`src/ascs_defines.svh`:
```
`ifndef ASCS_DEFINES_SVH
`define ASCS_DEFINES_SVH

// ----------------------------------------------------------------
// Register byte offsets
// ----------------------------------------------------------------
`define ASCS_OFF_LINE_CONFIG      8'h00
`define ASCS_OFF_TX_RX_CONTROL    8'h04
`define ASCS_OFF_NINTH_ERR_EN     8'h08
`define ASCS_OFF_LINE_STATUS_ONE  8'h0c
`define ASCS_OFF_DATA_BUFFER      8'h10

// ----------------------------------------------------------------
// Field positions
// ----------------------------------------------------------------
`define ASCS_CFG_MODULE_ENABLE    0
`define ASCS_CFG_NINE_BIT         1
`define ASCS_CFG_WAKE_ADDR        2

`define ASCS_C2_TX_EMPTY_IE       7
`define ASCS_C2_TX_DONE_IE        6
`define ASCS_C2_RX_FULL_IE        5
`define ASCS_C2_LINE_QUIET_IE     4
`define ASCS_C2_TX_ENABLE         3
`define ASCS_C2_RX_ENABLE         2
`define ASCS_C2_RX_STANDBY        1
`define ASCS_C2_BREAK_SEND        0

`define ASCS_C3_RX_NINTH          7
`define ASCS_C3_TX_NINTH          6

// ----------------------------------------------------------------
// Reset values
// ----------------------------------------------------------------
`define ASCS_RST_LINE_CONFIG      8'h00
`define ASCS_RST_TX_RX_CONTROL    8'h00
`define ASCS_RST_ERR_EN           4'h0

// ----------------------------------------------------------------
// Timing
// ----------------------------------------------------------------
`define ASCS_BIT_CYCLES           16'd868

`endif

```
`src/ascs_pkg.sv`:
```
package ascs_pkg;

	typedef enum logic [1:0] {
		ASCS_FR_DATA  = 2'b00,
		ASCS_FR_IDLE  = 2'b01,
		ASCS_FR_BREAK = 2'b10,
		ASCS_FR_MARK  = 2'b11
	} ascs_frame_type;

	typedef enum logic {
		ASCS_SH_IDLE  = 1'b0,
		ASCS_SH_SHIFT = 1'b1
	} ascs_shift_state_type;

endpackage : ascs_pkg

```
`src/ascs_top.sv`:
```
`timescale 1ns/100ps
`default_nettype none
`include "ascs_defines.svh"

module ascs_top (
	input  wire logic        pclk,
	input  wire logic        presetn,
	input  wire logic        psel,
	input  wire logic        penable,
	input  wire logic        pwrite,
	input  wire logic [7:0]  paddr,
	input  wire logic [31:0] pwdata,
	output logic      [31:0] prdata,
	output logic             pready,
	output logic             pslverr,
	output logic             tx_serial_out,
	input  wire logic        rx_char_valid,
	input  wire logic [8:0]  rx_char,
	input  wire logic        rx_full_flag,
	input  wire logic        rx_line_quiet_flag,
	input  wire logic        rx_overrun_flag,
	input  wire logic        noise_flag,
	input  wire logic        framing_fault_flag,
	input  wire logic        parity_fault_flag,
	input  wire logic        rx_line_quiet_evt,
	input  wire logic        rx_addr_mark_evt,
	output logic             rx_on,
	output logic             rx_standby,
	output logic             status_read_pulse,
	output logic             data_read_pulse,
	output logic             tx_irq,
	output logic             rx_irq,
	output logic             err_irq
);
	import ascs_pkg::*;

	// ----------------------------------------------------------------
	// State
	// ----------------------------------------------------------------
	logic [7:0]  line_config_r;
	logic [7:0]  tx_rx_control_r;
	logic        tx_ninth_bit_r;
	logic        rx_dma_req_en_r;
	logic        tx_dma_req_en_r;
	logic [3:0]  err_en_r;
	logic        rx_ninth_bit_r;
	logic [7:0]  rx_data_r;
	logic [7:0]  tx_buf_r;
	logic        tx_buf_full_r;
	logic        tx_empty_flag_r;
	logic        tx_done_flag_r;
	logic        empty_armed_r;
	logic        te_prev_r;
	logic        preamble_pend_r;
	logic        after_break_r;
	logic        start_r;
	logic [10:0] frame_r;
	logic [3:0]  frame_len_r;
	logic        sh_busy;

	logic module_enable;
	logic nine_bit;
	logic wake_addr;
	logic tx_enable_bit;
	logic break_send_bit;
	logic rx_standby_bit;
	logic tx_active;
	logic tx_idle;
	logic wr_done;
	logic rd_done;
	logic hit;
	logic [7:0] rd_byte;
	logic [7:0] status_one;
	logic take_break;
	logic take_mark;
	logic take_preamble;
	logic take_data;

	assign module_enable  = line_config_r[`ASCS_CFG_MODULE_ENABLE];
	assign nine_bit       = line_config_r[`ASCS_CFG_NINE_BIT];
	assign wake_addr      = line_config_r[`ASCS_CFG_WAKE_ADDR];
	assign tx_enable_bit  = tx_rx_control_r[`ASCS_C2_TX_ENABLE];
	assign break_send_bit = tx_rx_control_r[`ASCS_C2_BREAK_SEND];
	assign rx_standby_bit = tx_rx_control_r[`ASCS_C2_RX_STANDBY];

	// ----------------------------------------------------------------
	// Frame builder
	// ----------------------------------------------------------------
	// Returns {length, bits}; bits leave LSB first
	function automatic logic [14:0] ascs_frame(
		input ascs_frame_type kind,
		input logic           nine,
		input logic [7:0]     data,
		input logic           t8
	);
		logic [3:0] len;
		len = nine ? 4'd11 : 4'd10;
		unique case (kind)
			ASCS_FR_DATA:  ascs_frame = nine ? {len, 1'b1, t8, data, 1'b0}
			                                 : {len, 1'b1, 1'b1, data, 1'b0};
			ASCS_FR_IDLE:  ascs_frame = {len, 11'h7ff};
			ASCS_FR_BREAK: ascs_frame = {len, 11'h000};
			ASCS_FR_MARK:  ascs_frame = {4'd1, 11'h7ff};
		endcase
	endfunction

	// ----------------------------------------------------------------
	// APB slave
	// ----------------------------------------------------------------
	// One wait state keeps pready and prdata straight from flip-flops
	assign wr_done = psel & penable & pready & pwrite;
	assign rd_done = psel & penable & pready & ~pwrite;

	assign status_one = {tx_empty_flag_r, tx_done_flag_r, rx_full_flag, rx_line_quiet_flag,
	                     rx_overrun_flag, noise_flag, framing_fault_flag, parity_fault_flag};

	always_comb begin
		hit     = 1'b1;
		rd_byte = 8'h00;
		unique case (paddr)
			`ASCS_OFF_LINE_CONFIG:     rd_byte = line_config_r;
			`ASCS_OFF_TX_RX_CONTROL:   rd_byte = tx_rx_control_r;
			`ASCS_OFF_NINTH_ERR_EN:    rd_byte = {rx_ninth_bit_r, tx_ninth_bit_r,
			                                      rx_dma_req_en_r, tx_dma_req_en_r, err_en_r};
			`ASCS_OFF_LINE_STATUS_ONE: rd_byte = status_one;
			`ASCS_OFF_DATA_BUFFER:     rd_byte = rx_data_r;
			default:                   hit     = 1'b0;
		endcase
	end

	always_ff @(posedge pclk or negedge presetn) begin
		if (!presetn) begin
			pready  <= 1'b0;
			pslverr <= 1'b0;
			prdata  <= 32'h0000_0000;
		end else begin
			pready  <= psel & penable & ~pready;
			pslverr <= psel & penable & ~pready & ~hit;
			if (psel & penable & ~pready & ~pwrite) begin
				prdata <= {24'h00_0000, rd_byte};
			end
		end
	end

	// Side-effect strobes for the receiver's own flag-clearing sequences
	always_ff @(posedge pclk or negedge presetn) begin
		if (!presetn) begin
			status_read_pulse <= 1'b0;
			data_read_pulse   <= 1'b0;
		end else begin
			status_read_pulse <= rd_done & (paddr == `ASCS_OFF_LINE_STATUS_ONE);
			data_read_pulse   <= rd_done & (paddr == `ASCS_OFF_DATA_BUFFER);
		end
	end

	// ----------------------------------------------------------------
	// Control registers
	// ----------------------------------------------------------------
	always_ff @(posedge pclk or negedge presetn) begin
		if (!presetn) begin
			line_config_r <= `ASCS_RST_LINE_CONFIG;
		end else if (wr_done && paddr == `ASCS_OFF_LINE_CONFIG) begin
			line_config_r <= {5'h00, pwdata[2:0]};
		end
	end

	// Software write wins over a wake event landing in the same cycle
	always_ff @(posedge pclk or negedge presetn) begin
		if (!presetn) begin
			tx_rx_control_r <= `ASCS_RST_TX_RX_CONTROL;
		end else if (wr_done && paddr == `ASCS_OFF_TX_RX_CONTROL) begin
			tx_rx_control_r <= pwdata[7:0];
		end else if (rx_standby_bit && (wake_addr ? rx_addr_mark_evt : rx_line_quiet_evt)) begin
			tx_rx_control_r[`ASCS_C2_RX_STANDBY] <= 1'b0;
		end
	end

	// DMA enables are storage only; nothing here acts on them
	always_ff @(posedge pclk or negedge presetn) begin
		if (!presetn) begin
			rx_dma_req_en_r <= 1'b0;
			tx_dma_req_en_r <= 1'b0;
			err_en_r        <= `ASCS_RST_ERR_EN;
		end else if (wr_done && paddr == `ASCS_OFF_NINTH_ERR_EN) begin
			rx_dma_req_en_r <= pwdata[5];
			tx_dma_req_en_r <= pwdata[4];
			err_en_r        <= pwdata[3:0];
		end
	end

	// ----------------------------------------------------------------
	// Unreset data storage
	// ----------------------------------------------------------------
	// Reset leaves these untouched, so they sit outside the reset network
	always_ff @(posedge pclk) begin
		if (wr_done && paddr == `ASCS_OFF_NINTH_ERR_EN) begin
			tx_ninth_bit_r <= pwdata[`ASCS_C3_TX_NINTH];
		end
	end

	always_ff @(posedge pclk) begin
		if (rx_char_valid) begin
			rx_data_r      <= rx_char[7:0];
			rx_ninth_bit_r <= nine_bit ? rx_char[8] : rx_char[7];
		end
	end

	always_ff @(posedge pclk) begin
		if (wr_done && paddr == `ASCS_OFF_DATA_BUFFER) begin
			tx_buf_r <= pwdata[7:0];
		end
	end

	// ----------------------------------------------------------------
	// Transmit sequencing
	// ----------------------------------------------------------------
	assign tx_active = module_enable & tx_enable_bit;
	assign tx_idle   = ~sh_busy & ~start_r;

	// Break outranks the preamble, so an early break toggle replaces it
	always_comb begin
		take_break    = 1'b0;
		take_mark     = 1'b0;
		take_preamble = 1'b0;
		take_data     = 1'b0;
		if (tx_active && tx_idle) begin
			if (break_send_bit) begin
				take_break = 1'b1;
			end else if (after_break_r) begin
				take_mark = 1'b1;
			end else if (preamble_pend_r || !te_prev_r) begin
				take_preamble = 1'b1;
			end else if (tx_buf_full_r) begin
				take_data = 1'b1;
			end
		end
	end

	always_ff @(posedge pclk or negedge presetn) begin
		if (!presetn) begin
			te_prev_r <= 1'b0;
		end else begin
			te_prev_r <= tx_active;
		end
	end

	// A fresh enable edge queues one idle character, even mid-frame
	always_ff @(posedge pclk or negedge presetn) begin
		if (!presetn) begin
			preamble_pend_r <= 1'b0;
		end else if (take_preamble || take_break || !module_enable) begin
			preamble_pend_r <= 1'b0;
		end else if (tx_active && !te_prev_r) begin
			preamble_pend_r <= 1'b1;
		end
	end

	always_ff @(posedge pclk or negedge presetn) begin
		if (!presetn) begin
			after_break_r <= 1'b0;
		end else if (take_break) begin
			after_break_r <= 1'b1;
		end else if (take_mark || !tx_active) begin
			after_break_r <= 1'b0;
		end
	end

	always_ff @(posedge pclk or negedge presetn) begin
		if (!presetn) begin
			tx_buf_full_r <= 1'b0;
		end else if (wr_done && paddr == `ASCS_OFF_DATA_BUFFER) begin
			tx_buf_full_r <= 1'b1;
		end else if (take_data || !module_enable) begin
			tx_buf_full_r <= 1'b0;
		end
	end

	// With the transmit enable low nothing new starts; the shifter ends its frame and idles high
	always_ff @(posedge pclk or negedge presetn) begin
		if (!presetn) begin
			start_r     <= 1'b0;
			frame_r     <= 11'h7ff;
			frame_len_r <= 4'h0;
		end else begin
			start_r <= take_break | take_mark | take_preamble | take_data;
			if (take_break) begin
				{frame_len_r, frame_r} <= ascs_frame(ASCS_FR_BREAK, nine_bit, tx_buf_r,
				                                     tx_ninth_bit_r);
			end else if (take_mark) begin
				{frame_len_r, frame_r} <= ascs_frame(ASCS_FR_MARK, nine_bit, tx_buf_r,
				                                     tx_ninth_bit_r);
			end else if (take_preamble) begin
				{frame_len_r, frame_r} <= ascs_frame(ASCS_FR_IDLE, nine_bit, tx_buf_r,
				                                     tx_ninth_bit_r);
			end else if (take_data) begin
				{frame_len_r, frame_r} <= ascs_frame(ASCS_FR_DATA, nine_bit, tx_buf_r,
				                                     tx_ninth_bit_r);
			end
		end
	end

	ascs_tx_shift u_shift (
		.pclk       (pclk),
		.presetn    (presetn),
		.enable     (module_enable),
		.start      (start_r),
		.frame      (frame_r),
		.frame_len  (frame_len_r),
		.busy       (sh_busy),
		.serial_out (tx_serial_out)
	);

	// ----------------------------------------------------------------
	// Transmit status flags
	// ----------------------------------------------------------------
	// A status read with the flag high arms the clear; the next data write uses it
	always_ff @(posedge pclk or negedge presetn) begin
		if (!presetn) begin
			empty_armed_r <= 1'b0;
		end else if (wr_done && paddr == `ASCS_OFF_DATA_BUFFER) begin
			empty_armed_r <= 1'b0;
		end else if (rd_done && paddr == `ASCS_OFF_LINE_STATUS_ONE && tx_empty_flag_r) begin
			empty_armed_r <= 1'b1;
		end
	end

	// Transfer sets win over a clear in the same cycle
	always_ff @(posedge pclk or negedge presetn) begin
		if (!presetn) begin
			tx_empty_flag_r <= 1'b1;
		end else if (take_data || !module_enable) begin
			tx_empty_flag_r <= 1'b1;
		end else if (wr_done && paddr == `ASCS_OFF_DATA_BUFFER && empty_armed_r) begin
			tx_empty_flag_r <= 1'b0;
		end
	end

	always_ff @(posedge pclk or negedge presetn) begin
		if (!presetn) begin
			tx_done_flag_r <= 1'b1;
		end else begin
			tx_done_flag_r <= ~module_enable | (tx_empty_flag_r & tx_idle & ~tx_buf_full_r
			                  & ~preamble_pend_r & ~after_break_r
			                  & ~(tx_active & break_send_bit));
		end
	end

	// ----------------------------------------------------------------
	// Request and receiver control outputs
	// ----------------------------------------------------------------
	always_ff @(posedge pclk or negedge presetn) begin
		if (!presetn) begin
			tx_irq     <= 1'b0;
			rx_irq     <= 1'b0;
			err_irq    <= 1'b0;
			rx_on      <= 1'b0;
			rx_standby <= 1'b0;
		end else begin
			tx_irq <= module_enable
			          & ((tx_empty_flag_r & tx_rx_control_r[`ASCS_C2_TX_EMPTY_IE])
			          | (tx_done_flag_r & tx_rx_control_r[`ASCS_C2_TX_DONE_IE]));
			rx_irq <= ~rx_standby_bit
			          & ((rx_full_flag & tx_rx_control_r[`ASCS_C2_RX_FULL_IE])
			          | (rx_line_quiet_flag & tx_rx_control_r[`ASCS_C2_LINE_QUIET_IE]));
			err_irq <= |({rx_overrun_flag, noise_flag, framing_fault_flag, parity_fault_flag}
			             & err_en_r);
			rx_on      <= module_enable & tx_rx_control_r[`ASCS_C2_RX_ENABLE];
			rx_standby <= rx_standby_bit;
		end
	end

endmodule // ascs_top

`default_nettype wire

```
`src/ascs_tx_shift.sv`:
```
`timescale 1ns/100ps
`default_nettype none
`include "ascs_defines.svh"

module ascs_tx_shift (
	input  wire logic        pclk,
	input  wire logic        presetn,
	input  wire logic        enable,
	input  wire logic        start,
	input  wire logic [10:0] frame,
	input  wire logic [3:0]  frame_len,
	output logic             busy,
	output logic             serial_out
);
	import ascs_pkg::*;

	ascs_shift_state_type state_r;
	logic [15:0]          bit_cnt_r;
	logic [3:0]           bits_left_r;
	logic [10:0]          shreg_r;
	logic [1:0]           hold_r;

	assign busy = (state_r == ASCS_SH_SHIFT);

	// Disabling the module drops any frame at once and parks the line high
	always_ff @(posedge pclk or negedge presetn) begin
		if (!presetn) begin
			state_r     <= ASCS_SH_IDLE;
			bit_cnt_r   <= 16'h0000;
			bits_left_r <= 4'h0;
			shreg_r     <= 11'h7ff;
			hold_r      <= 2'h0;
			serial_out  <= 1'b1;
		end else if (!enable) begin
			state_r    <= ASCS_SH_IDLE;
			hold_r     <= 2'h0;
			serial_out <= 1'b1;
		end else begin
			unique case (state_r)
				ASCS_SH_IDLE: begin
					if (hold_r != 2'h0) begin
						hold_r <= hold_r - 2'h1;
					end else begin
						serial_out <= 1'b1;
					end
					if (start) begin
						state_r     <= ASCS_SH_SHIFT;
						serial_out  <= frame[0];
						shreg_r     <= {1'b1, frame[10:1]};
						bits_left_r <= frame_len - 4'h1;
						bit_cnt_r   <= `ASCS_BIT_CYCLES - 16'h0001;
					end
				end
				ASCS_SH_SHIFT: begin
					if (bit_cnt_r != 16'h0000) begin
						bit_cnt_r <= bit_cnt_r - 16'h0001;
					end else if (bits_left_r == 4'h0) begin
						// Last level stands while the sequencer restarts: no glitch between breaks
						state_r <= ASCS_SH_IDLE;
						hold_r  <= 2'h2;
					end else begin
						serial_out  <= shreg_r[0];
						shreg_r     <= {1'b1, shreg_r[10:1]};
						bits_left_r <= bits_left_r - 4'h1;
						bit_cnt_r   <= `ASCS_BIT_CYCLES - 16'h0001;
					end
				end
			endcase
		end
	end

endmodule // ascs_tx_shift

`default_nettype wire

```
`config.mk`:
```
export PLATFORM = sky130hd
export DESIGN_NAME = ascs_top
export DESIGN_NICKNAME = d
export VERILOG_FILES = /design/src/ascs_pkg.sv /design/src/ascs_top.sv /design/src/ascs_tx_shift.sv
export VERILOG_INCLUDE_DIRS = /design/src
export SDC_FILE = /design/constraint.sdc
export NUM_CORES = 1
export LEC_CHECK = 0
export BUFFER_PORTS_ARGS = -buffer_cell sky130_fd_sc_hd__buf_2
export CAP_MARGIN = 20
export CORE_MARGIN = 2
export CORE_UTILIZATION = 53
export DETAILED_ROUTE_END_ITERATION = 10
export PLACE_DENSITY = 0.84
export SYNTH_ARGS = -nofsm -noshare
export SYNTH_HDL_FRONTEND = slang
export SYNTH_SLANG_ARGS = --single-unit
```
`constraint.sdc`:
```
create_clock -name pclk -period 5.8 [get_ports pclk]
set_input_delay 0.29 -clock pclk [delete_from_list [all_inputs] [get_ports pclk]]
set_output_delay 0.29 -clock pclk [all_outputs]
set_load 0.02 [all_outputs]
```
==> impl_metrics.json, run 1 <==
{
  "yosysTopAreaCellShare_pct": 31.99,
  "critPathCaptureType": "register",
  "firstDrtPassIters": 5,
  "synth_fa_ha_area_share_pct": 0.7382,
  "cts_root_buf": "clkbuf_8",
  "final_hold_viol_count": 0,
  "detail-route-antenna-nets": 0,
  "synth-edff-count": 18,
  "ys_seq_area_share_pct": 55.02,
  "drive_gt1_share_pct": 24.62,
  "rows": 35,
  "r2r_cells": 5,
  "syn_inst": 475,
  "ios": 105,
  "cts_tree": "done",
  "clockBufferDepth": 2,
  "leakagePower_nw": 2.537,
  "holdCritPathClass": "in2reg",
  "die_y_um": 102.0,
  "rsz0062_at_grt": "no",
  "ys_top_cells_by_area": "dfrtp_1 (32%), dfstp_2 (12%), edfxtp_1 (11%)",
  "synth-async-reset-ratio_pct": 83.18,
  "fp.dieW_um": 102.0,
  "antenna_found_initial": 0,
  "cp.depth": 5,
  "wl_per_cell_um": 15.76,
  "clock_sinks": 107,
  "grt_max_degree": 90,
  "initial_utilization_pct": 54.77,
  "slew_headroom_pct": 47.33,
  "critical-path-top-delay-family": "simple AND/OR/NAND/NOR gates",
  "post-route-min-period_ns": 2.836,
  "whs_path_depth": 1,
  "synth_area_per_cell_sq_um": 10.71,
  "ctsResizeCount": 0,
  "cp_data_required_time_ns": 6.07,
  "viasPerCell": 5.775,
  "synth_compound_area_share_pct": 13.80,
  "gp_congestion": 0.8269,
  "yosys_warnings": 0,
  "clock.fmax_mhz": 352.6,
  "diodes": 0,
  "gr-total-overflow": 0,
  "power_density_mw_per_mm2": 234.5,
  "synth_ff_type": "dfrtp_1",
  "place.port_buffers": 56,
  "crit_fanout": 14,
  "wirelength_um": 10350,
  "worst_pin_slew_ns": 0.7871,
  "synthSimpleGateAreaFrac_pct": 14.52,
  "cp_num_buf_inv": 0,
  "status": "finished, final reports clean",
  "crit_chain": "or3_1, or4_4, or3_4, a21oi_4, mux2_1",
  "grt_pass1_vias": 3530,
  "coreArea_sq_mm": 0.009284,
  "yosysMostFrequentCell": "dfrtp_1",
  "syn_to_final_growth_pct": 9.965,
  "drt_iter0_markers": 188,
  "syn_area_sq_mm": 0.005085,
  "grt_usage_pct": 21.32,
  "fin_worst_skew_ns": 0.01074,
  "die_area_sq_mm": 0.01039,
  "insertion_delay_ns": 0.38,
  "synth_top_family_by_area": "simple AND/OR/NAND/NOR gates",
  "ctsHtreeMaxLevel": 3,
  "vias": 3794,
  "drv_cap": 0,
  "grt_pass1_wl_um": 17060,
  "final_nets": 589,
  "ir_worst_vdd_mv": 0.1896,
  "muxShareOfSynthArea_pct": 7.579,
  "finalSetupViolCount": 0,
  "worstPathArrival_ns": 3.11,
  "drv_slew": 0,
  "synth_seq_cells": 107,
  "critPathKind": "reg2reg",
  "cts_buffers": 9,
  "start_kind": "register",
  "fin_tns_setup_ns": 0,
  "p_total_w": 0.001311,
  "drc": 0,
  "yosysTopAreaCell": "dfrtp_1",
  "synth_xor_area_share_pct": 1.550,
  "path_clk_slew_ns": 0.11,
  "dp_hpwl_um": 7442,
  "slowest_delay_ns": 0.62,
  "fin_crit_sh_pct": 48.89,
  "synthTopCellsByCount": "dfrtp_1 (65), nor2_1 (42), nand2_1 (40)",
  "synthDistinctLibCells": 54,
  "critPathSlowestCell": "or4_4"
}
power by group:
part	internal (W)	switching (W)	leakage, nW	total, W
Sequential	0.000774	0.00000405	1.32	0.000778
Clock	0.000181	0.000273	0.100	0.000454
Combinational	0.0000241	0.0000556	1.12	0.0000797
Total	0.000978	0.000333	2.54	0.00131
area by class of cell:
cell class | count | area (sq um)
well taps | 129 | 161.4
inverters | 15 | 56.30
flip-flops and latches | 107 | 2798
clock buffers | 10 | 137.6
fillers | 785 | 3692
multi-input cells | 329 | 2032
clock inverters | 6 | 63.81
repair buffers | 61 | 342.8
per-stage QoR:
step	area, sq um	utilization (%)	hold WS [ns]	worst slack, ns	std cells
finish	5592	60.23	0.06936	2.964	657
global route	5592	60.23	0.05167	2.857	657
detailed placement	5345	57.57	0.4448	2.994	638
floorplan	5171	-	-0.005591	3.213	498
global placement	5345	57.57	0.4411	3.028	638
CTS	5547	59.74	0.06039	2.966	654
sequential cells by signal, summed over array words and instances (netlist names), 4 cells and up:
name / cells
tx_buf_r: 8
prdata: 8
u_shift.bit_cnt_r: 16
u_shift.bits_left_r: 4
rx_data_r: 8
frame_r: 11
err_en_r: 4
u_shift.shreg_r: 10
tx_rx_control_r: 8
cell usage in the layout (no fill, tap or decap), types with 5 or more instances in the layout:
| master | Yosys | final |
|---|---|---|
| conb_1 | 1 | 24 |
| nor3_1 | 7 | 7 |
| a22oi_1 | 10 | 10 |
| o21ai_0 | 33 | 33 |
| nor4_1 | 7 | 7 |
| xor2_1 | 9 | 9 |
| nor2b_1 | 10 | 10 |
| a21oi_1 | 20 | 20 |
| o22ai_1 | 19 | 19 |
| nor2_1 | 42 | 42 |
| buf_2 | 3 | 55 |
| clkbuf_8 | 0 | 10 |
| mux2i_1 | 7 | 7 |
| nand4_1 | 8 | 8 |
| edfxtp_1 | 18 | 18 |
| nand3b_1 | 6 | 6 |
| or3_1 | 6 | 6 |
| nand2_1 | 40 | 40 |
| inv_1 | 15 | 15 |
| dfstp_2 | 24 | 24 |
| mux2_2 | 23 | 23 |
| dfrtp_1 | 65 | 65 |
| nand3_1 | 5 | 5 |
kinds of logic after synthesis:
group | after synthesis
and+or+nand+nor | 148
AOI/OAI and AO/OA | 112
DFF | 107
buffers and inverters | 62
muxes | 33
xor gates and xnor gates | 9
adders and majority gates | 3
other | 1
routing by layer:
metal	share of wire [%]	global-route usage, %	vias to the layer above
li1	-	-	1756
met1	41	27.48	1868
met2	51	35.02	146
met3	5.7	4.720	24
met4	2.5	9.128	0
met5	0	0	-
worst paths after layout:
| kind | from | end | slack, ns |
|---|---|---|---|
| hold reg to reg | frame_r[9]$_DFFE_PN1P_ | frame_r[9]$_DFFE_PN1P_ | 0.46 |
| hold / removal | rx_char[1] | rx_data_r[1]$_DFFE_PP_ | 0.07 |
| max in group asynchronous | presetn | u_shift.shreg_r[1]$_DFFE_PN1P_ | 4.84 |
| setup reg to reg | u_shift.bit_cnt_r[4]$_DFFE_PN0P_ | u_shift.bits_left_r[0]$_DFFE_PN0P_ | 2.96 |
| setup / recovery | u_shift.bit_cnt_r[4]$_DFFE_PN0P_ | u_shift.bits_left_r[0]$_DFFE_PN0P_ | 2.96 |
| min in group asynchronous | presetn | u_shift.bit_cnt_r[3]$_DFFE_PN0P_ | 0.29 |
timing repair:
item | CTS | global route
hold buffers | 0 | 1
hold endpoints to repair | 0 | 12
setup buffers | 0 | 0
Power figures use the tool's default switching activity.
==> inputs of run 2 (changes only) <==
--- a/config.mk
+++ b/config.mk
@@ -9,9 +9,9 @@
 export BUFFER_PORTS_ARGS = -buffer_cell sky130_fd_sc_hd__buf_2
 export CAP_MARGIN = 20
 export CORE_MARGIN = 2
-export CORE_UTILIZATION = 53
+export CORE_UTILIZATION = 50
 export DETAILED_ROUTE_END_ITERATION = 10
-export PLACE_DENSITY = 0.84
+export PLACE_DENSITY = 0.83
 export SYNTH_ARGS = -nofsm -noshare
 export SYNTH_HDL_FRONTEND = slang
 export SYNTH_SLANG_ARGS = --single-unit
==> constraint.sdc (replaced) <==
create_clock -name pclk -period 2.55 [get_ports pclk]
set_input_delay 0.1275 -clock pclk [delete_from_list [all_inputs] [get_ports pclk]]
set_output_delay 0.1275 -clock pclk [all_outputs]
set_load 0.02 [all_outputs]
==> run 2 against run 1 <==
Global-route usage decreased by 0.72 points. Non-clock buffer count rose by 33. Design area grew 5.5%. Combinational power increased to 2.5 times the previous value. Cell count rose by 5.6%. Utilization down 0.14 points. Clock skew is 0.0054 ns higher. First-iteration DRC count rose by 14%. Register-to-register slack worse by 2.9 ns. Worst setup slack got worse by 2.9 ns. Die area rose by 5.8%. Wire length rose by 4.9%. Largest cell class unchanged. Largest power group unchanged.
==> impl_metrics.json, run 2 (same netlist as run 1, synthesis figures left out) <==
{
  "diodes": 0,
  "reg_top3": "u_shift.bit_cnt_r (16), frame_r (11), u_shift.shreg_r (10)",
  "setup_ws_ns": 0.09838,
  "clock.fmax_mhz": 407.9,
  "initial_utilization_pct": 51.78,
  "grt_pass1_vias": 3858,
  "die_y_um": 104.8,
  "fillers": 822,
  "coreArea_sq_mm": 0.009819,
  "slew_headroom_pct": 54.10,
  "cp_data_required_time_ns": 2.82,
  "fin_tns_setup_ns": 0,
  "largest_reg_flops": 16,
  "wl_per_cell_um": 15.65,
  "finalSetupViolCount": 0,
  "antenna_found_initial": 0,
  "p_sw_w": 0.0007767,
  "drc": 0,
  "syn_to_final_growth_pct": 16.04,
  "crit_fanout": 5,
  "firstDrtPassIters": 4,
  "drv_cap": 0,
  "insertion_delay_ns": 0.38,
  "rows": 36,
  "crit_chain": "or3_1, or4_4, or3_4, a21oi_4, mux2_4",
  "cts_root_buf": "clkbuf_8",
  "post-route-min-period_ns": 2.452,
  "leakagePower_nw": 2.691,
  "min_from": "noise_flag",
  "hold_end": "err_irq$_DFF_PN0_",
  "r2r_end": "u_shift.bits_left_r[0]$_DFFE_PN0P_",
  "critPathKind": "reg2reg",
  "detail-route-antenna-nets": 0,
  "drv_slew": 0,
  "cts_tree": "done",
  "place.port_buffers": 56,
  "final_nets": 622,
  "vias": 3815,
  "cp.depth": 5,
  "fp.dieW_um": 104.8,
  "pre_cts_ws_ns": 0.09086,
  "die_area_sq_mm": 0.01099,
  "drive_gt1_share_pct": 26.20,
  "worstPathArrival_ns": 2.72,
  "start_kind": "register",
  "holdWs_ns": 0.01865,
  "drt_iter0_markers": 214,
  "dp_hpwl_um": 7608,
  "timing.rr.start": "u_shift.bit_cnt_r[8]$_DFFE_PN0P_",
  "internal_power_w": 0.002224,
  "power_density_mw_per_mm2": 508.5,
  "final_hold_viol_count": 0,
  "critPathCaptureType": "register",
  "final_common_cell": "dfrtp_1",
  "switching_share_pct": 25.88,
  "dp_cells": 658,
  "post-route-util_pct": 60.09,
  "path_clk_slew_ns": 0.11,
  "ios": 105,
  "status": "finished, final reports clean",
  "wirelength_um": 10860,
  "grt_pass1_wl_um": 18160,
  "r2r_setup_slack_ns": 0.1,
  "power_frac_seq_pct": 59.0,
  "cts_buffers": 9,
  "final_cell_mix": "dfrtp_1 (65), buf_2 (55), nor2_1 (42), nand2_1 (40), o21ai_0 (33)",
  "final_cell_count_no_fill": 694,
  "critical-path-top-delay-family": "simple AND/OR/NAND/NOR gates",
  "cp_num_buf_inv": 0,
  "ir_worst_vdd_mv": 0.4342,
  "pwr-share-comb_pct": 6.7,
  "fin_crit_sh_pct": 96.14,
  "r2r_cells": 5,
  "clock_sinks": 107,
  "grt_max_degree": 82,
  "clockPowerShare_pct": 34.3,
  "cts_setup_buffers": 0,
  "regMostFlops": "u_shift.bit_cnt_r",
  "critPathSlowestCell": "or4_4",
  "grt_usage_pct": 20.60,
  "slowest_delay_ns": 0.54,
  "holdCritPathClass": "in2reg",
  "gr-total-overflow": 0,
  "gp_congestion": 0.8029,
  "whs_path_depth": 3,
  "rsz0062_at_grt": "no",
  "worst_pin_slew_ns": 0.6822,
  "viasPerCell": 5.497,
  "clockBufferDepth": 2,
  "ctsHtreeMaxLevel": 3,
  "fin_worst_skew_ns": 0.01618
}
==> run 2: cell count changes in the layout (fill, tap and decap cells not counted), sizes merged <==
cell         previous run  this run
inv                    19        18
clkinv                  1         4
clkinvlp                1         0
buf                    60        75
dlygate4sd3             1        19
clkbuf                 10         9
==> run 2: repair_timing <==
| item | CTS | global route |
|---|---|---|
| gates resized for setup | 0 | 1 |
| endpoints found under the setup margin | 0 | 3 |
| hold buffers | 19 | 0 |
| endpoints found under the hold margin | 86 | 0 |
==> run 2: worst max-delay path by stage <==
| stage | slack (ns) | start | end |
|---|---|---|---|
| global placement | 0.13 | u_shift.bit_cnt_r[8]$_DFFE_PN0P_ | u_shift.bits_left_r[2]$_DFFE_PN0P_ |
| global route | 0.05 | u_shift.bit_cnt_r[8]$_DFFE_PN0P_ | u_shift.bit_cnt_r[5]$_DFFE_PN0P_ |
| finish | 0.1 | u_shift.bit_cnt_r[8]$_DFFE_PN0P_ | u_shift.bits_left_r[0]$_DFFE_PN0P_ |
| CTS | 0.06 | u_shift.bit_cnt_r[8]$_DFFE_PN0P_ | u_shift.shreg_r[0]$_DFFE_PN1P_ |
| detailed placement | 0.09 | u_shift.bit_cnt_r[8]$_DFFE_PN0P_ | u_shift.shreg_r[0]$_DFFE_PN1P_ |
| floorplan | 0.02 | u_shift.bit_cnt_r[4]$_DFFE_PN0P_ | u_shift.bits_left_r[0]$_DFFE_PN0P_ |
==> run 2: worst register-to-register path: stages (launching register included) <==
cell	delay [ns]
dfrtp_1	0.43
or3_1	0.43
or4_4	0.54
or3_4	0.43
a21oi_4	0.20
mux2_4	0.31
==> run 2: cell type report <==
cell class	count	area [sq um]	area share [%]
Tap cell	133	166.4	2.820
Clock buffer	9	123.9	2.099
Timing Repair Buffer	94	635.6	10.77
Sequential cell	107	2798	47.41
Multi-Input combinational cell	329	2039	34.56
Inverter	15	56.30	0.9542
Clock inverter	7	81.33	1.378
==> run 2: power by group through the flow <==
stage,logic [W],clock network [W],registers (W)
final,0.000202,0.00103,0.00177
after global routing,0.000222,0.00113,0.00177
after CTS,0.000196,0.00105,0.00177
after detailed placement,0.000173,0,0.00180
after global placement,0.000169,0,0.00180
after floorplan,0.000105,0,0.00181
==> run 2: stage by stage <==
| step | instance area [sq um] | power (W) |
|---|---|---|
| after floorplan | 5181 | 0.001916 |
| after global placement | 5474 | 0.001971 |
| after detailed placement | 5474 | 0.001976 |
| after CTS | 5869 | 0.003012 |
| after global routing | 5901 | 0.003122 |
| final | 5901 | 0.003001 |
==> run 2: layer usage <==
metal | part of all wire, % | wire (um) | up-vias | global-route usage, %
li1 | - | - | 1823 | -
met1 | 40 | 4324 | 1853 | 24.64
met2 | 53 | 5723 | 126 | 37.06
met3 | 5.9 | 646 | 13 | 5.427
met4 | 1.5 | 168 | 0 | 4.762
met5 | 0 | 0 | - | 0
==> inputs of run 3 (changes only) <==
--- a/config.mk
+++ b/config.mk
@@ -11,6 +11,7 @@
 export CORE_MARGIN = 2
 export CORE_UTILIZATION = 50
 export DETAILED_ROUTE_END_ITERATION = 10
+export HOLD_SLACK_MARGIN = 0.02
 export PLACE_DENSITY = 0.83
 export SYNTH_ARGS = -nofsm -noshare
 export SYNTH_HDL_FRONTEND = slang
==> run 3 against run 2 <==
Die area unchanged. Critical path type unchanged. Global-route usage up 0.21 points. Sequential power about the same. Count of clock-buffer cells in the layout unchanged. Clock skew down 0.0015 ns. Largest power group unchanged. Critical path depth unchanged. Combinational power about the same. Critical endpoint unchanged. Non-clock buffer count up 3. Flip-flop and latch count unchanged. Fmax about the same.
==> impl_metrics.json, run 3 (same netlist as run 1, synthesis figures left out) <==
{
  "clock.fmax_mhz": 407.9,
  "clockBufferDepth": 2,
  "slew_headroom_pct": 54.15,
  "crit_chain": "or3_1, or4_4, or3_4, a21oi_4, mux2_4",
  "status": "finished, final reports clean",
  "pwr-share-comb_pct": 6.8,
  "insertion_delay_ns": 0.38,
  "final_cell_mix": "dfrtp_1 (65), buf_2 (55), nor2_1 (42), nand2_1 (40), o21ai_0 (33)",
  "regMostFlops": "u_shift.bit_cnt_r",
  "rows": 36,
  "antenna_found_initial": 0,
  "use_met1_pct": 24.85,
  "critPathKind": "reg2reg",
  "clock_sinks": 107,
  "holdWs_ns": 0.03333,
  "final_nets": 625,
  "min_from": "psel",
  "fin_worst_skew_ns": 0.01466,
  "wl_per_cell_um": 15.74,
  "worstPathArrival_ns": 2.72,
  "r2r_cells": 5,
  "fin_tns_setup_ns": 0,
  "cts_buffers": 9,
  "ir_worst_vdd_mv": 0.4141,
  "vias": 3839,
  "syn_to_final_growth_pct": 16.63,
  "fin_crit_sh_pct": 96.13,
  "grt_util_met2_pct": 37.71,
  "timing.rr.start": "u_shift.bit_cnt_r[8]$_DFFE_PN0P_",
  "gp_congestion": 0.8029,
  "ctsHtreeMaxLevel": 3,
  "r2r_setup_slack_ns": 0.1,
  "cts_tree": "done",
  "post-route-min-period_ns": 2.451,
  "cp_data_required_time_ns": 2.82,
  "diodes": 0,
  "power_frac_seq_pct": 59.0,
  "gr-usage-met3_pct": 5.115,
  "drv_slew": 0,
  "die_y_um": 104.8,
  "grt_max_degree": 82,
  "rsz0062_at_grt": "no",
  "drc": 0,
  "cts_setup_buffers": 0,
  "fp.dieW_um": 104.8,
  "final_hold_viol_count": 0,
  "switching_share_pct": 25.83,
  "holdCritPathClass": "in2reg",
  "hold_end": "pready$_DFF_PN0_",
  "worst_pin_slew_ns": 0.6815,
  "gr-total-overflow": 0,
  "path_clk_slew_ns": 0.11,
  "whs_path_depth": 3,
  "die_area_sq_mm": 0.01099,
  "drive_gt1_share_pct": 26.06,
  "largest_reg_flops": 16,
  "viasPerCell": 5.508,
  "start_kind": "register",
  "grt_pass1_wl_um": 18370,
  "detail-route-antenna-nets": 0,
  "finalSetupViolCount": 0,
  "grt.busiest_layer": "met2",
  "critPathSlowestCell": "or4_4",
  "grt_usage_pct": 20.81,
  "critPathCaptureType": "register",
  "slowest_delay_ns": 0.54,
  "internal_power_w": 0.002226,
  "p_sw_w": 0.0007751,
  "leakagePower_nw": 2.701,
  "ios": 105,
  "coreArea_sq_mm": 0.009819,
  "final_common_cell": "dfrtp_1",
  "cts_root_buf": "clkbuf_8",
  "drt_iter0_markers": 226,
  "grt_pass1_vias": 3911,
  "crit_fanout": 5,
  "dp_hpwl_um": 7608,
  "place.port_buffers": 56,
  "reg_top3": "u_shift.bit_cnt_r (16), frame_r (11), u_shift.shreg_r (10)",
  "power_density_mw_per_mm2": 506.1,
  "firstDrtPassIters": 4,
  "clockPowerShare_pct": 34.2,
  "r2r_end": "u_shift.bits_left_r[0]$_DFFE_PN0P_",
  "initial_utilization_pct": 51.78,
  "drv_cap": 0,
  "wirelength_um": 10970
}
==> run 3: cell type report <==
type,count,area (sq um)
timing repair buffer,97,665.6
inverter,15,56.30
clock buffer,9,123.9
clock inverter,7,81.33
tap,133,166.4
multi-input combinational,329,2039
sequential,107,2798
fill,818,3889
==> run 3: power groups by stage <==
stage | clock (W) | sequential (W) | combinational, W
global route | 0.00113 | 0.00177 | 0.000225
CTS | 0.00105 | 0.00177 | 0.000199
finish | 0.00103 | 0.00177 | 0.000205
detailed placement | 0 | 0.00180 | 0.000173
global placement | 0 | 0.00180 | 0.000169
floorplan | 0 | 0.00181 | 0.000105
==> run 3: worst max path at each step <==
stage / start / end / slack (ns)
global placement: u_shift.bit_cnt_r[8]$_DFFE_PN0P_ / u_shift.bits_left_r[2]$_DFFE_PN0P_ / 0.13
detailed placement: u_shift.bit_cnt_r[8]$_DFFE_PN0P_ / u_shift.shreg_r[0]$_DFFE_PN1P_ / 0.09
finish: u_shift.bit_cnt_r[8]$_DFFE_PN0P_ / u_shift.bits_left_r[0]$_DFFE_PN0P_ / 0.1
CTS: u_shift.bit_cnt_r[8]$_DFFE_PN0P_ / u_shift.shreg_r[0]$_DFFE_PN1P_ / 0.06
floorplan: u_shift.bit_cnt_r[4]$_DFFE_PN0P_ / u_shift.bits_left_r[0]$_DFFE_PN0P_ / 0.02
global route: u_shift.bit_cnt_r[8]$_DFFE_PN0P_ / u_shift.bit_cnt_r[5]$_DFFE_PN0P_ / 0.05
==> run 3: metrics by stage <==
step           power (W)  worst slack (ns)  utilization [%]  cells  instance area [sq um]
2_1_floorplan   0.001916           0.02012                -    498                   5181
3_3_place_gp    0.001971            0.1349            55.75    658                   5474
3_5_place_dp    0.001976           0.09086            55.75    658                   5474
4_1_cts         0.003015           0.06294            60.08    696                   5899
5_1_grt         0.003125           0.05143            60.40    697                   5931
6_report        0.003001           0.09862            60.40    697                   5931
==> run 3: metal layers <==
metal  vias up  part of all wire (%)
li1       1827                     -
met1      1875                    40
met2       124                    53
met3        13                   5.6
met4         0                   1.6
met5         -                     0
==> run 3: repair_timing <==
action	in CTS	in global routing
resized for setup	0	1
hold buffers	22	0
hold endpoints to repair	93	0
setup endpoints to repair	0	3
==> run 3: critical path: cells and delay by family (launching register included) <==
kind	cells	cell delay, ns
flops	1	0.43
mux	1	0.31
simple gates	3	1.40
compound gates	1	0.20
